## config.mk

```make
export PLATFORM = sky130hd
export DESIGN_NAME = flc_host
export DESIGN_NICKNAME = d
export VERILOG_FILES = /design/src/pkg/flc_pkg.sv /design/src/hw/flc_host.sv /design/src/hw/flc_bus_cycle.sv
export SDC_FILE = /design/constraint.sdc
export NUM_CORES = 1
export LEC_CHECK = 0
export BUFFER_PORTS_ARGS = -buffer_cell sky130_fd_sc_hd__buf_2
export CAP_MARGIN = 5
export CORE_ASPECT_RATIO = 0.9
export CORE_MARGIN = 10
export CORE_UTILIZATION = 50
export CTS_CLUSTER_DIAMETER = 80
export CTS_CLUSTER_SIZE = 30
export DETAILED_ROUTE_END_ITERATION = 10
export GPL_TIMING_DRIVEN = 0
export PLACE_DENSITY = 0.73
export SLEW_MARGIN = 20
export SYNTH_ARGS = -nofsm -noshare
export SYNTH_HDL_FRONTEND = slang
export SYNTH_SLANG_ARGS = --single-unit
```

## constraint.sdc

```tcl
create_clock -name clock_in -period 17.94 [get_ports clock_in]
set_input_delay 0.897 -clock clock_in [delete_from_list [all_inputs] [get_ports clock_in]]
set_output_delay 0.897 -clock clock_in [all_outputs]
set_load 0.01 [all_outputs]
```

## src/pkg/flc_pkg.sv

```systemverilog
// Purpose: Shared constants and types of the flash command host controller.
// Assumes: A 40 MHz system clock and a x16 flash part with 22 word-address bits.
// Notes: Register offsets are byte addresses on the AHB-Lite slave port.
package flc_pkg;
   localparam int ADDR_W = 22;
   localparam int DQ_W = 16;
   // Register map, byte offsets in the low address byte.
   localparam logic [7:0] OFS_CMD = 8'h00;
   localparam logic [7:0] OFS_ADDR = 8'h04;
   localparam logic [7:0] OFS_DATA = 8'h08;
   localparam logic [7:0] OFS_RDATA = 8'h0c;
   localparam logic [7:0] OFS_STATUS = 8'h10;
   localparam logic [7:0] OFS_CTRL = 8'h14;
   // Fields of the command register.
   localparam int CMD_OP_LSB = 0;
   localparam int CMD_ALT_BIT = 4;
   // Fields of the status register.
   localparam int ST_BUSY = 0;
   localparam int ST_REFUSED = 1;
   localparam int ST_MODE_LSB = 2;
   localparam int ST_PSUSP = 4;
   localparam int ST_ESUSP = 5;
   localparam int ST_PWRDN = 6;
   localparam logic CTRL_RESET = 1'b0;
   // Command codes placed on the low data byte.
   localparam logic [7:0] CODE_ARRAY = 8'hff;
   localparam logic [7:0] CODE_PROG = 8'h40;
   localparam logic [7:0] CODE_PROG_ALT = 8'h10;
   localparam logic [7:0] CODE_ERASE = 8'h20;
   localparam logic [7:0] CODE_CONFIRM = 8'hd0;
   localparam logic [7:0] CODE_SUSPEND = 8'hb0;
   localparam logic [7:0] CODE_STATUS = 8'h70;
   localparam logic [7:0] CODE_CLEAR = 8'h50;
   localparam logic [7:0] CODE_IDENT = 8'h90;
   localparam logic [7:0] CODE_LOCK_SETUP = 8'h60;
   localparam logic [7:0] CODE_LOCK = 8'h01;
   localparam logic [7:0] CODE_LOCKDOWN = 8'h2f;
   localparam logic [7:0] CODE_QUERY = 8'h98;
   localparam logic [7:0] CODE_PROT = 8'hc0;
   // Pin timing.
   localparam int CLK_NS = 25;
   localparam int WP_NS = 50;
   localparam int ACC_NS = 70;
   localparam int WP_CYC = (WP_NS + CLK_NS - 1) / CLK_NS;
   localparam int ACC_CYC = (ACC_NS + CLK_NS - 1) / CLK_NS;
   localparam int SYNC_CYC = 2;
   typedef enum logic [3:0] {
      OP_READ = 4'h0, OP_ARRAY = 4'h1, OP_STATUS = 4'h2, OP_IDENT = 4'h3,
      OP_QUERY = 4'h4, OP_CLEAR = 4'h5, OP_PROGRAM = 4'h6, OP_ERASE = 4'h7,
      OP_SUSPEND = 4'h8, OP_RESUME = 4'h9, OP_LOCK = 4'ha, OP_UNLOCK = 4'hb,
      OP_LOCKDOWN = 4'hc, OP_PROT = 4'hd, OP_BAD_E = 4'he, OP_BAD_F = 4'hf
   } flc_op_t;
   typedef enum logic [1:0] {
      MODE_ARRAY = 2'b00, MODE_STATUS = 2'b01, MODE_IDENT = 2'b10, MODE_QUERY = 2'b11
   } flc_mode_t;
   typedef struct packed {
      logic ce_n;
      logic we_n;
      logic oe_n;
      logic dq_oe;
      logic [ADDR_W-1:0] addr;
      logic [DQ_W-1:0] dq;
   } flc_pins_t;
endpackage : flc_pkg

```

## src/hw/flc_host.sv

```systemverilog
// Purpose: Host controller that issues flash command sequences from AHB-Lite registers.
// Assumes: One flash device on the pins, one AHB-Lite master, single word transfers.
// Notes: Reads take one wait state, writes none; every response is OKAY.
// How it works
// Array-read op writes code FF so later reads return memory data.
// Program sends 40, then a second write with target address and data.
// Program's first write may be 40 or 10, chosen by a command bit.
// After a program, reads return status until array-read is issued.
// Erase set-up followed by a non-confirm write makes the device flag errors.
// Erase confirm right after set-up latches block address and starts erasing.
// During a job the device only honours status read and suspend.
// Code D0 while suspended resumes the suspended job.
// D0 after lock set-up unlocks the block unless it is locked down.
// Code B0 starts suspending; ready plus suspend flag report completion.
// Suspended machine idles; driving reset/power-down low shuts everything down.
// Code 70 selects status read regardless of address.
// Device enters status read on its own once a job starts.
// Lock, voltage, program and erase error flags are sticky in the device.
// Code 50 clears the four sticky flags; driving reset/power-down low also clears them.
// Code 90 selects identifier read of maker, part and lock codes.
// Lock set-up followed by a non-lock code makes the device flag errors.
// Code 01 after lock set-up locks the addressed block.
// Code 2F after lock set-up locks down the addressed block.
// Code 98 selects query mode returning interface parameters.
// C0 then address and data programs protection; status reads follow.
// Status bit 7 high means the write state machine is ready.
// While program is suspended, only reads, status, ident, query, resume are sent.
// Erase confirm carries D0 with an address inside the block.
// Commands are taken on the rising write strobe; only the low byte counts.
`timescale 1ns/1ps
module flc_host (
   input wire logic clock_in, // System clock, 40 MHz.
   input wire logic rst_in, // Asynchronous reset, active high.
   input wire logic hsel_in, // AHB slave select.
   input wire logic [31:0] haddr_in, // AHB address.
   input wire logic [1:0] htrans_in, // AHB transfer type.
   input wire logic hwrite_in, // AHB write.
   input wire logic [2:0] hsize_in, // AHB size, word only.
   input wire logic [31:0] hwdata_in, // AHB write data.
   input wire logic hready_in, // AHB bus ready.
   input wire logic [15:0] dq_in, // Flash data pins in.
   output logic hreadyout_out, // AHB slave ready.
   output logic hresp_out, // AHB response, always OKAY.
   output logic [31:0] hrdata_out, // AHB read data.
   output flc_pkg::flc_pins_t flash_out, // Flash control, address and data drive.
   output logic reset_powerdown_n_out // Flash reset/power-down, active low.
);
   typedef enum logic [1:0] {
      S_IDLE = 2'b00, S_FIRST = 2'b01, S_SECOND = 2'b10
   } flc_seq_t;

   function automatic logic [7:0] first_code(input flc_pkg::flc_op_t op, input logic alt);
      unique case (op)
         flc_pkg::OP_ARRAY: first_code = flc_pkg::CODE_ARRAY;
         flc_pkg::OP_STATUS: first_code = flc_pkg::CODE_STATUS;
         flc_pkg::OP_IDENT: first_code = flc_pkg::CODE_IDENT;
         flc_pkg::OP_QUERY: first_code = flc_pkg::CODE_QUERY;
         flc_pkg::OP_CLEAR: first_code = flc_pkg::CODE_CLEAR;
         flc_pkg::OP_PROGRAM: first_code = alt ? flc_pkg::CODE_PROG_ALT : flc_pkg::CODE_PROG;
         flc_pkg::OP_ERASE: first_code = flc_pkg::CODE_ERASE;
         flc_pkg::OP_SUSPEND: first_code = flc_pkg::CODE_SUSPEND;
         flc_pkg::OP_RESUME: first_code = flc_pkg::CODE_CONFIRM;
         flc_pkg::OP_PROT: first_code = flc_pkg::CODE_PROT;
         default: first_code = flc_pkg::CODE_LOCK_SETUP;
      endcase
   endfunction : first_code

   function automatic logic two_cycle(input flc_pkg::flc_op_t op);
      two_cycle = op inside {flc_pkg::OP_PROGRAM, flc_pkg::OP_ERASE, flc_pkg::OP_LOCK,
                             flc_pkg::OP_UNLOCK, flc_pkg::OP_LOCKDOWN, flc_pkg::OP_PROT};
   endfunction : two_cycle

   function automatic logic [15:0] second_word(input flc_pkg::flc_op_t op,
                                               input logic [15:0] data);
      unique case (op)
         flc_pkg::OP_ERASE: second_word = {8'h00, flc_pkg::CODE_CONFIRM};
         flc_pkg::OP_LOCK: second_word = {8'h00, flc_pkg::CODE_LOCK};
         flc_pkg::OP_UNLOCK: second_word = {8'h00, flc_pkg::CODE_CONFIRM};
         flc_pkg::OP_LOCKDOWN: second_word = {8'h00, flc_pkg::CODE_LOCKDOWN};
         default: second_word = data;
      endcase
   endfunction : second_word

   flc_seq_t state, next_state;
   flc_pkg::flc_op_t cur_op, next_cur_op;
   flc_pkg::flc_mode_t mode, next_mode;
   logic [flc_pkg::ADDR_W-1:0] reg_addr, next_reg_addr;
   logic [15:0] reg_data, next_reg_data;
   logic reg_ctrl, next_reg_ctrl;
   logic refused, next_refused;
   logic psusp, next_psusp, esusp, next_esusp;
   logic job_prog, next_job_prog;
   logic cyc_start, next_cyc_start, cyc_write, next_cyc_write;
   logic [flc_pkg::ADDR_W-1:0] cyc_addr, next_cyc_addr;
   logic [15:0] cyc_data, next_cyc_data;
   logic wr_pend, next_wr_pend, rd_pend, next_rd_pend;
   logic [7:0] ph_ofs, next_ph_ofs;
   logic hready, next_hready;
   logic [31:0] hrdata, next_hrdata;
   logic pwr_n, next_pwr_n;
   logic cyc_done;
   logic [15:0] cyc_rdata;
   logic cmd_go, op_allowed;
   flc_pkg::flc_op_t wr_op;
   logic [31:0] status_word;

   flc_bus_cycle u_cycle (
      .clock_in(clock_in),
      .rst_in(rst_in),
      .start_in(cyc_start),
      .write_in(cyc_write),
      .addr_in(cyc_addr),
      .data_in(cyc_data),
      .dq_in(dq_in),
      .done_out(cyc_done),
      .rdata_out(cyc_rdata),
      .pins_out(flash_out)
   );

   assign wr_op = flc_pkg::flc_op_t'(hwdata_in[flc_pkg::CMD_OP_LSB +: 4]);
   assign cmd_go = wr_pend && ph_ofs == flc_pkg::OFS_CMD;
   // A suspended program leaves only reads, mode selects and resume legal.
   assign op_allowed = reg_ctrl && state == S_IDLE && !(wr_op inside {flc_pkg::OP_BAD_E,
      flc_pkg::OP_BAD_F}) && (!psusp || wr_op inside {flc_pkg::OP_READ, flc_pkg::OP_ARRAY,
      flc_pkg::OP_STATUS, flc_pkg::OP_IDENT, flc_pkg::OP_QUERY, flc_pkg::OP_RESUME});
   assign status_word = {25'h0, !reg_ctrl, esusp, psusp, mode, refused, state != S_IDLE};

   always_comb begin
      next_state = state;
      next_cur_op = cur_op;
      next_mode = mode;
      next_reg_addr = reg_addr;
      next_reg_data = reg_data;
      next_reg_ctrl = reg_ctrl;
      next_refused = refused;
      next_psusp = psusp;
      next_esusp = esusp;
      next_job_prog = job_prog;
      next_cyc_start = 1'b0;
      next_cyc_write = cyc_write;
      next_cyc_addr = cyc_addr;
      next_cyc_data = cyc_data;
      next_hready = 1'b1;
      next_hrdata = hrdata;
      next_pwr_n = reg_ctrl;
      // Address phase: writes land next cycle, reads add one wait state.
      next_wr_pend = hsel_in && htrans_in[1] && hready_in && hwrite_in;
      next_rd_pend = hsel_in && htrans_in[1] && hready_in && !hwrite_in;
      next_ph_ofs = (hsel_in && htrans_in[1] && hready_in) ? haddr_in[7:0] : ph_ofs;
      if (next_rd_pend) begin
         next_hready = 1'b0;
      end
      if (rd_pend) begin
         unique case (ph_ofs)
            flc_pkg::OFS_ADDR: next_hrdata = 32'(reg_addr);
            flc_pkg::OFS_DATA: next_hrdata = {16'h0000, reg_data};
            flc_pkg::OFS_RDATA: next_hrdata = {16'h0000, cyc_rdata};
            flc_pkg::OFS_STATUS: next_hrdata = status_word;
            flc_pkg::OFS_CTRL: next_hrdata = {31'h0, reg_ctrl};
            default: next_hrdata = 32'h0000_0000;
         endcase
      end
      if (wr_pend) begin
         unique case (ph_ofs)
            flc_pkg::OFS_ADDR: next_reg_addr = hwdata_in[flc_pkg::ADDR_W-1:0];
            flc_pkg::OFS_DATA: next_reg_data = hwdata_in[15:0];
            flc_pkg::OFS_CTRL: next_reg_ctrl = hwdata_in[0];
            flc_pkg::OFS_STATUS: begin
               if (hwdata_in[flc_pkg::ST_REFUSED]) begin
                  next_refused = 1'b0;
               end
            end
            default: next_reg_ctrl = reg_ctrl;
         endcase
      end
      if (cmd_go && op_allowed) begin
         next_cur_op = wr_op;
         next_cyc_start = 1'b1;
         next_cyc_write = wr_op != flc_pkg::OP_READ;
         next_cyc_addr = reg_addr;
         // Only the low byte carries the code; the high byte is held at zero.
         next_cyc_data = {8'h00, first_code(wr_op, hwdata_in[flc_pkg::CMD_ALT_BIT])};
         next_state = S_FIRST;
      end else if (cmd_go) begin
         next_refused = 1'b1;
      end
      unique case (state)
         S_IDLE: next_state = next_state;
         S_FIRST: begin
            if (cyc_done && two_cycle(cur_op)) begin
               next_cyc_start = 1'b1;
               next_cyc_write = 1'b1;
               next_cyc_addr = reg_addr;
               next_cyc_data = second_word(cur_op, reg_data);
               next_state = S_SECOND;
            end else if (cyc_done) begin
               next_state = S_IDLE;
               unique case (cur_op)
                  flc_pkg::OP_ARRAY: next_mode = flc_pkg::MODE_ARRAY;
                  flc_pkg::OP_IDENT: next_mode = flc_pkg::MODE_IDENT;
                  flc_pkg::OP_QUERY: next_mode = flc_pkg::MODE_QUERY;
                  flc_pkg::OP_STATUS: next_mode = flc_pkg::MODE_STATUS;
                  flc_pkg::OP_SUSPEND: begin
                     next_mode = flc_pkg::MODE_STATUS;
                     next_psusp = job_prog || psusp;
                     next_esusp = !job_prog || esusp;
                  end
                  flc_pkg::OP_RESUME: begin
                     // A nested program resumes before the erase that holds it.
                     next_mode = flc_pkg::MODE_STATUS;
                     next_psusp = 1'b0;
                     next_esusp = psusp && esusp;
                     next_job_prog = psusp;
                  end
                  default: next_mode = mode;
               endcase
            end
         end
         S_SECOND: begin
            if (cyc_done) begin
               next_state = S_IDLE;
               if (cur_op inside {flc_pkg::OP_PROGRAM, flc_pkg::OP_PROT,
                                  flc_pkg::OP_ERASE}) begin
                  // The device shows status after a job starts until array read.
                  next_mode = flc_pkg::MODE_STATUS;
                  next_job_prog = cur_op != flc_pkg::OP_ERASE;
               end
            end
         end
         default: next_state = S_IDLE;
      endcase
      // Holding the pin low aborts everything, so the device wakes in array mode.
      if (!reg_ctrl) begin
         next_mode = flc_pkg::MODE_ARRAY;
         next_psusp = 1'b0;
         next_esusp = 1'b0;
      end
   end

   always_ff @(posedge clock_in or posedge rst_in) begin
      if (rst_in) begin
         state <= S_IDLE;
         cur_op <= flc_pkg::OP_READ;
         mode <= flc_pkg::MODE_ARRAY;
         reg_addr <= '0;
         reg_data <= 16'h0000;
         reg_ctrl <= flc_pkg::CTRL_RESET;
         refused <= 1'b0;
         psusp <= 1'b0;
         esusp <= 1'b0;
         job_prog <= 1'b0;
         cyc_start <= 1'b0;
         cyc_write <= 1'b0;
         cyc_addr <= '0;
         cyc_data <= 16'h0000;
         wr_pend <= 1'b0;
         rd_pend <= 1'b0;
         ph_ofs <= 8'h00;
         hready <= 1'b1;
         hrdata <= 32'h0000_0000;
         pwr_n <= 1'b0;
      end else begin
         state <= next_state;
         cur_op <= next_cur_op;
         mode <= next_mode;
         reg_addr <= next_reg_addr;
         reg_data <= next_reg_data;
         reg_ctrl <= next_reg_ctrl;
         refused <= next_refused;
         psusp <= next_psusp;
         esusp <= next_esusp;
         job_prog <= next_job_prog;
         cyc_start <= next_cyc_start;
         cyc_write <= next_cyc_write;
         cyc_addr <= next_cyc_addr;
         cyc_data <= next_cyc_data;
         wr_pend <= next_wr_pend;
         rd_pend <= next_rd_pend;
         ph_ofs <= next_ph_ofs;
         hready <= next_hready;
         hrdata <= next_hrdata;
         pwr_n <= next_pwr_n;
      end
   end

   assign hreadyout_out = hready;
   assign hresp_out = 1'b0;
   assign hrdata_out = hrdata;
   assign reset_powerdown_n_out = pwr_n;
endmodule : flc_host

```

## src/hw/flc_bus_cycle.sv

```systemverilog
// Purpose: Runs one write or read cycle on the flash pins.
// Assumes: Start arrives only while the cycle engine is idle.
// Notes: Read data passes two flip-flops before it is captured.
`timescale 1ns/1ps
module flc_bus_cycle (
   input wire logic clock_in, // System clock.
   input wire logic rst_in, // Asynchronous reset, active high.
   input wire logic start_in, // One-cycle start pulse.
   input wire logic write_in, // High for a write cycle.
   input wire logic [flc_pkg::ADDR_W-1:0] addr_in, // Cycle address.
   input wire logic [flc_pkg::DQ_W-1:0] data_in, // Write data.
   input wire logic [flc_pkg::DQ_W-1:0] dq_in, // Data pins as seen on the board.
   output logic done_out, // One-cycle pulse at cycle end.
   output logic [flc_pkg::DQ_W-1:0] rdata_out, // Last word read.
   output flc_pkg::flc_pins_t pins_out // Flash pin drive.
);
   typedef enum logic [2:0] {
      C_IDLE = 3'b000, C_SETUP = 3'b001, C_STROBE = 3'b010,
      C_HOLD = 3'b011, C_SYNC = 3'b100, C_RECOV = 3'b101
   } flc_cyc_t;
   flc_cyc_t state, next_state;
   logic [3:0] cnt, next_cnt;
   logic wr, next_wr;
   logic done, next_done;
   logic [flc_pkg::DQ_W-1:0] rdata, next_rdata, dq_s1, dq_s2;
   flc_pkg::flc_pins_t pins, next_pins;

   always_comb begin
      next_state = state;
      next_cnt = cnt;
      next_wr = wr;
      next_done = 1'b0;
      next_rdata = rdata;
      next_pins = pins;
      unique case (state)
         C_IDLE: begin
            if (start_in) begin
               next_pins.ce_n = 1'b0;
               next_pins.addr = addr_in;
               next_pins.dq = data_in;
               next_pins.dq_oe = write_in;
               next_wr = write_in;
               next_state = C_SETUP;
            end
         end
         C_SETUP: begin
            if (wr) begin
               next_pins.we_n = 1'b0;
               next_cnt = 4'(flc_pkg::WP_CYC - 1);
            end else begin
               next_pins.oe_n = 1'b0;
               next_cnt = 4'(flc_pkg::ACC_CYC - 1);
            end
            next_state = C_STROBE;
         end
         C_STROBE: begin
            if (cnt != 4'h0) begin
               next_cnt = cnt - 4'h1;
            end else if (wr) begin
               // The device takes the command on this rising write strobe.
               next_pins.we_n = 1'b1;
               next_state = C_HOLD;
            end else begin
               next_cnt = 4'(flc_pkg::SYNC_CYC - 1);
               next_state = C_SYNC;
            end
         end
         C_HOLD: begin
            next_pins.ce_n = 1'b1;
            next_pins.dq_oe = 1'b0;
            next_state = C_RECOV;
         end
         C_SYNC: begin
            if (cnt != 4'h0) begin
               next_cnt = cnt - 4'h1;
            end else begin
               next_rdata = dq_s2;
               next_pins.oe_n = 1'b1;
               next_pins.ce_n = 1'b1;
               next_state = C_RECOV;
            end
         end
         C_RECOV: begin
            next_done = 1'b1;
            next_state = C_IDLE;
         end
         default: next_state = C_IDLE;
      endcase
   end

   always_ff @(posedge clock_in or posedge rst_in) begin
      if (rst_in) begin
         state <= C_IDLE;
         cnt <= 4'h0;
         wr <= 1'b0;
         done <= 1'b0;
         rdata <= 16'h0000;
         dq_s1 <= 16'h0000;
         dq_s2 <= 16'h0000;
         pins <= '{ce_n: 1'b1, we_n: 1'b1, oe_n: 1'b1, dq_oe: 1'b0,
                   addr: '0, dq: 16'h0000};
      end else begin
         state <= next_state;
         cnt <= next_cnt;
         wr <= next_wr;
         done <= next_done;
         rdata <= next_rdata;
         dq_s1 <= dq_in;
         dq_s2 <= dq_s1;
         pins <= next_pins;
      end
   end

   assign done_out = done;
   assign rdata_out = rdata;
   assign pins_out = pins;
endmodule : flc_bus_cycle

```

== Yosys cells after proc, flatten, opt, wreduce, memory -nomap -nowiden ==
Cells that the tools add are included.

* Register bits after elaboration: 234

* Bitwise logic cells: 1
* Equality and inequality tests: 60
* Mux-type cells: 71
* $add $sub $neg: 1
* Reductions and logical operators: 52

{| class="wikitable"
|+ Operators with widths
! cell !! number
|-
| $pmux W22 S5 || 1
|-
| $pmux W8 S10 || 1
|-
| $mux W22 || 3
|-
| $mux W16 || 3
|-
| $pmux W16 S3 || 1
|-
| $eq A4 B4 Y1 const B || 11
|-
| $mux W39 || 1
|-
| $mux W1 || 32
|-
| $eq A4 B3 Y1 const B || 7
|-
| $mux W2 || 9
|-
| $eq A4 B2 Y1 const B || 4
|-
| $eq A8 B4 Y1 const B || 2
|-
| $eq A8 B5 Y1 const B || 2
|-
| $ne A2 B2 Y1 const B || 8
|-
| $pmux W3 S5 || 1
|-
| $ne A2 B1 Y1 const B || 7
|-
| $mux W3 || 4
|-
| $mux W4 || 3
|-
| $pmux W1 S2 || 6
|-
| $pmux W4 S3 || 1
|-
| $reduce_and A2 Y1 || 6
|-
| $reduce_and A3 Y1 || 4
|-
| $reduce_and A6 Y1 || 2
|-
| $reduce_bool A2 Y1 || 6
|-
| other kinds (32) || 60
|}

== Depth between registers and ports, before layout ==
* Word-level depth: 10
* Depth in mapped cells: 8

== Hierarchy ==
Synthesis repeated with hierarchy kept, for this count alone.

* Cell total of the unflattened synthesis: 754
* Area, all modules: 9,571.7 um^2

{| class="wikitable"
|+ Modules (own cells, without submodules)
! module !! area an instance (um^2) !! cells each !! instances !! seq. area each (um^2)
|-
| flc_host || 5,873.1 || 517 || 1 || 3,129.3
|-
| flc_bus_cycle || 3,698.5 || 237 || 1 || 2,481.1
|}

== Worst setup path after synthesis ==
No wires, ideal clock.

* Path kind: in2reg
* Start: input port hwdata_in[1]
* End: register cyc_addr[21] in the netlist's numbering
* Required time: 17,813 ps
* Slack: 15,617 ps
* Stages: 8
* Buffers on the path: 2
* Arrival time: 2,195 ps
* Path through: buf_2 nand2b_1 a21oi_1 o211ai_2 and2_1 buf_4 inv_2 mux2_1

* Cells in the longest elaborated chain, start to end: 9
* Elaborated cells between the ends (all ways): 18
* Those cells by class: 7 x eq/ne; 3 x mux; 8 x reduce/logical

{| class="wikitable"
|+ Ends and longest elaborated chain
! item !! RTL line !! source
|-
| start, declared || flc_host.sv:39 || <nowiki>input wire logic [31:0] hwdata_in,</nowiki>
|-
| $eq A4 B4 Y1 || flc_host.sv:123 || <nowiki>assign op_allowed = reg_ctrl && state == S_IDLE && !(wr_op inside {flc_pkg::OP_BAD_E,</nowiki>
|-
| $reduce_bool A2 Y1 || flc_host.sv:123 ||
|-
| $logic_not A1 Y1 || flc_host.sv:123 ||
|-
| $logic_and A1 B1 Y1 || flc_host.sv:123 ||
|-
| $logic_and A1 B1 Y1 * || flc_host.sv:124 || <nowiki>flc_pkg::OP_BAD_F}) && (!psusp || wr_op inside {flc_pkg::OP_READ, flc_pkg::OP_ARRAY,</nowiki>
|-
| $logic_and A1 B1 Y1 * || flc_host.sv:176 || <nowiki>if (cmd_go && op_allowed) begin</nowiki>
|-
| $mux W22 * || flc_host.sv:176 ||
|-
| $mux W22 || flc_host.sv:190 || <nowiki>if (cyc_done && two_cycle(cur_op)) begin</nowiki>
|-
| $mux W22 * || flc_host.sv:187 || <nowiki>unique case (state)</nowiki>
|-
| named net next_cyc_addr (one bit) || flc_host.sv:94 || <nowiki>logic [flc_pkg::ADDR_W-1:0] cyc_addr, next_cyc_addr;</nowiki>
|-
| end signal, assigned || flc_host.sv:275 || <nowiki>cyc_addr <= next_cyc_addr;</nowiki>
|-
| end, declared || flc_host.sv:94 ||
|}

Mark *: on every way through the listed nets, which the timed path passes. The rest lies on a longest branch.
A chain may end at the register's enable or synchronous reset.

== Worst setup path in the final report ==
* Start: register u_cycle.cnt[0]
* End: register u_cycle.rdata, in the netlist u_cycle.rdata_out[2]

* Cells in the longest elaborated chain, start to end: 3

{| class="wikitable"
|+ Ends and longest elaborated chain
! item !! RTL line !! source
|-
| start, declared || flc_bus_cycle.sv:22 || <nowiki>logic [3:0] cnt, next_cnt;</nowiki>
|-
| start signal, assigned || flc_bus_cycle.sv:104 || <nowiki>cnt <= next_cnt;</nowiki>
|-
| $reduce_bool A4 Y1 || flc_bus_cycle.sv:74 || <nowiki>if (cnt != 4'h0) begin</nowiki>
|-
| $not A1 Y1 (no line) || -- ||
|-
| $reduce_and A2 Y1 (no line) || -- ||
|-
| end signal, assigned || flc_bus_cycle.sv:107 || <nowiki>rdata <= next_rdata;</nowiki>
|-
| end, declared || flc_bus_cycle.sv:25 || <nowiki>logic [flc_pkg::DQ_W-1:0] rdata, next_rdata, dq_s1, dq_s2;</nowiki>
|}

Every way passes these cells.

==> flow_summary.json <==
{
  "status": "complete, no violations",
  "num_vias": 6240,
  "ys_warn_count": 0,
  "cts_root_buffer": "clkbuf_16",
  "regArea_um2": 5610,
  "die_y_um": 150,
  "yosysTopAreaCellShare_pct": 58.3,
  "clk_pin_slew_worst_paths_ps": 110,
  "grt_pass1_wl_um": 34800,
  "clock_latency_ps": 500,
  "worst-path-max-fanout": 10,
  "synth.area.top_cells": "dfrtp_1 (58%), mux2_2 (14%), mux2_1 (2.6%)",
  "p_int_uw": 743,
  "synth_flop_cell": "dfrtp_1",
  "endpoint_kind": "flop",
  "min_path_type": "in -> async",
  "finalHoldViolCount": 0,
  "cts-hold-fix-buffers": 0,
  "ant_nets": 0,
  "cts_setup_buffers": 0,
  "power_density_nw_per_um2": 95.2,
  "grt_max_degree": 94,
  "gr-total-overflow": 0,
  "worst_slew_pin_slew_ps": 779,
  "dpl.hpwl_um": 15800,
  "core_area_um2": 18500,
  "post-route-min-period_ps": 2390,
  "p_sw_uw": 287,
  "fmax_ghz": 0.419,
  "synth_async_sr_flop_share_pct": 100,
  "diodes": 0,
  "routed_wire_length_per_instance_um": 18.9,
  "cts_buffer_depth": 3,
  "rows": 47,
  "synth-seq-cells": 224,
  "dr.pass1.iters": 5,
  "cts_tree": "built",
  "power_frac_seq_pct": 54.7,
  "worstPathArrival_ps": 2780,
  "syn_area_um2": 9440,
  "avgViaCountPerCell": 5.44,
  "grt_pass1_vias": 6302,
  "drive_gt1_share_pct": 33.2,
  "ir_drop_mv": 0.0778,
  "numCtsBuffers": 12,
  "switching_share_pct": 27.8,
  "setup_violations": 0,
  "synth_edf_count": 0,
  "clock_power_share_pct": 29.7,
  "ioPinCount": 167,
  "antenna_found_initial": 0,
  "multi_input_area_um2": 3420,
  "htreeDepth": 1,
  "ctsResizeCount": 0,
  "n_fill_cell": 1544,
  "final_cell_area_um2": 10800,
  "nNetsFinal": 988,
  "drc": 0,
  "seq_area_frac_synth_pct": 59.4,
  "place_congestion": 0.915,
  "initialDrtViolationCount": 540,
  "port_buffers": 116,
  "die-area_um2": 24800,
  "post-synth-top-area-cell": "dfrtp_1",
  "routed_wl_um": 21700,
  "path_class": "reg -> reg",
  "grt_usage_pct": 17.5,
  "timing.final.crit_share_pct": 13.3,
  "max-slew-margin-rel_pct": 48.1,
  "cp-start-kind": "flop",
  "syn_inst": 755,
  "die_w_um": 165,
  "area_growth_syn_to_layout_pct": 14.7,
  "hold_slack_ps": 358,
  "finClkSkew_ps": 46.7,
  "final.setup.tns_ps": 0,
  "post_dp_cell_area_um2": 10400,
  "numClockSinks": 224,
  "power_leakage_nw": 5.24,
  "syn_area_per_cell_um2": 12.5,
  "power_frac_comb_pct": 15.6,
  "rsz0062_at_grt": "false",
  "yosysMostFrequentCell": "dfrtp_1",
  "yosys-top-cells-count": "dfrtp_1 (220), mux2_2 (120), nand2_1 (44)",
  "slew_viol_final": 0,
  "initial_utilization_pct": 51.1,
  "max_cap_violations": 0,
  "synth_cell_type_count": 60,
  "required_ps": 18330
}
## registers in the layout, indices dropped and copies added, names as in the netlist, 4 cells and up
name / count
u_cycle.dq_s2: 16
reg_data: 16
cur_op: 4
hrdata_out: 22
ph_ofs: 8
reg_addr: 22
u_cycle.pins_out: 42
u_cycle.cnt: 4
u_cycle.rdata_out: 16
cyc_addr: 22
cyc_data: 16
u_cycle.dq_s1: 16
## stage by stage
stage          util [%]  power [mW]  instances  setup WS (ps)
2_1_floorplan         -       0.684        765          10920
3_3_place_gp       56.1       0.724       1126           8510
3_5_place_dp       56.5       0.731       1128          15300
4_1_cts            58.6        1.04       1148          15530
5_1_grt            58.6        1.08       1148          15430
6_report           58.6        1.03       1148          15550
## power by group through the flow
stage,combinational [mW],sequential (mW),clock (mW)
after global placement,0.153,0.571,0
after global routing,0.181,0.567,0.334
after floorplan,0.118,0.565,0
after detailed placement,0.159,0.572,0
final,0.161,0.563,0.306
after CTS,0.160,0.563,0.316
## per-layer routing
layer  vias up  part of all wire [%]  GRT usage [%]  wire length [um]
met5         -                     0              0                 0
met4         0                   2.2           4.16               469
met3        29                   6.2           3.36              1350
met2       174                    47           27.8             10100
met1      3097                    45           24.4              9750
li1       2940                     -              -                 -
## worst max-delay path, stage by stage (launching register included)
cell	delay, ps
dfrtp_1	440
inv_1	90
ha_1	220
nor2b_1	180
nor2b_1	320
nand2_1	400
buf_2	350
mux2_2	300
## placed cells by master, fill, tap and decap left out, types with 4 or more instances in the layout
cell type and n:
dfrtp_1 220, buf_2 132, mux2_2 120, nand2_1 44, inv_1 38, o21ai_0 36, nor2_1 30, clkbuf_1 28
mux2_1 22, o22ai_1 19, a22oi_1 17, a22o_1 15, buf_4 14, a21oi_1 13, nand3_1 12, clkbuf_16 12
conb_1 11, nor2b_1 10, a31oi_1 10, mux2i_1 8, nand2b_1 6, nand4_1 4, and3_1 4, a221oi_1 4
a211oi_1 4, dfstp_2 4
## logic make-up (layout without fill, tap and decap cells)
kind of cell / Yosys count / after routing / share of synthesized area, %
buffers and inverters: 98 / 236 / 4.67
muxes: 150 / 150 / 17.8
xor gates and xnor gates: 2 / 2 / 0.186
DFF: 224 / 224 / 59.4
adders and majority gates: 1 / 1 / 0.133
other: 1 / 11 / 0.0397
and+or+nand+nor: 139 / 139 / 7.70
AOI/OAI and AO/OA: 140 / 140 / 10.0
## cell type report
class                      count  area share (%)
multi-input combinational    443            31.6
buffer                        58            2.68
clock inverter                 4           0.659
timing repair buffer         118            5.87
sequential                   224            51.8
tap                          245            2.83
inverter                      40            1.46
clock buffer                  16            3.01
## path summary, 6_finish.rpt
check	end	start	depth (start not counted)	slack (ps)
worst max-delay path	u_cycle.rdata_out[2]	u_cycle.cnt[0]	7	15550
worst min-delay path	u_cycle.dq_s1[11]	rst_in	2	360
worst max register to register	u_cycle.rdata_out[2]	u_cycle.cnt[0]	7	15550
worst min register to register	u_cycle.dq_s2[6]	u_cycle.dq_s1[6]	0	360
max in group asynchronous	u_cycle.pins_out[40]	rst_in	4	16380
min in group clock_in	u_cycle.dq_s2[6]	u_cycle.dq_s1[6]	0	360
(Power assumes the default switching activity.)
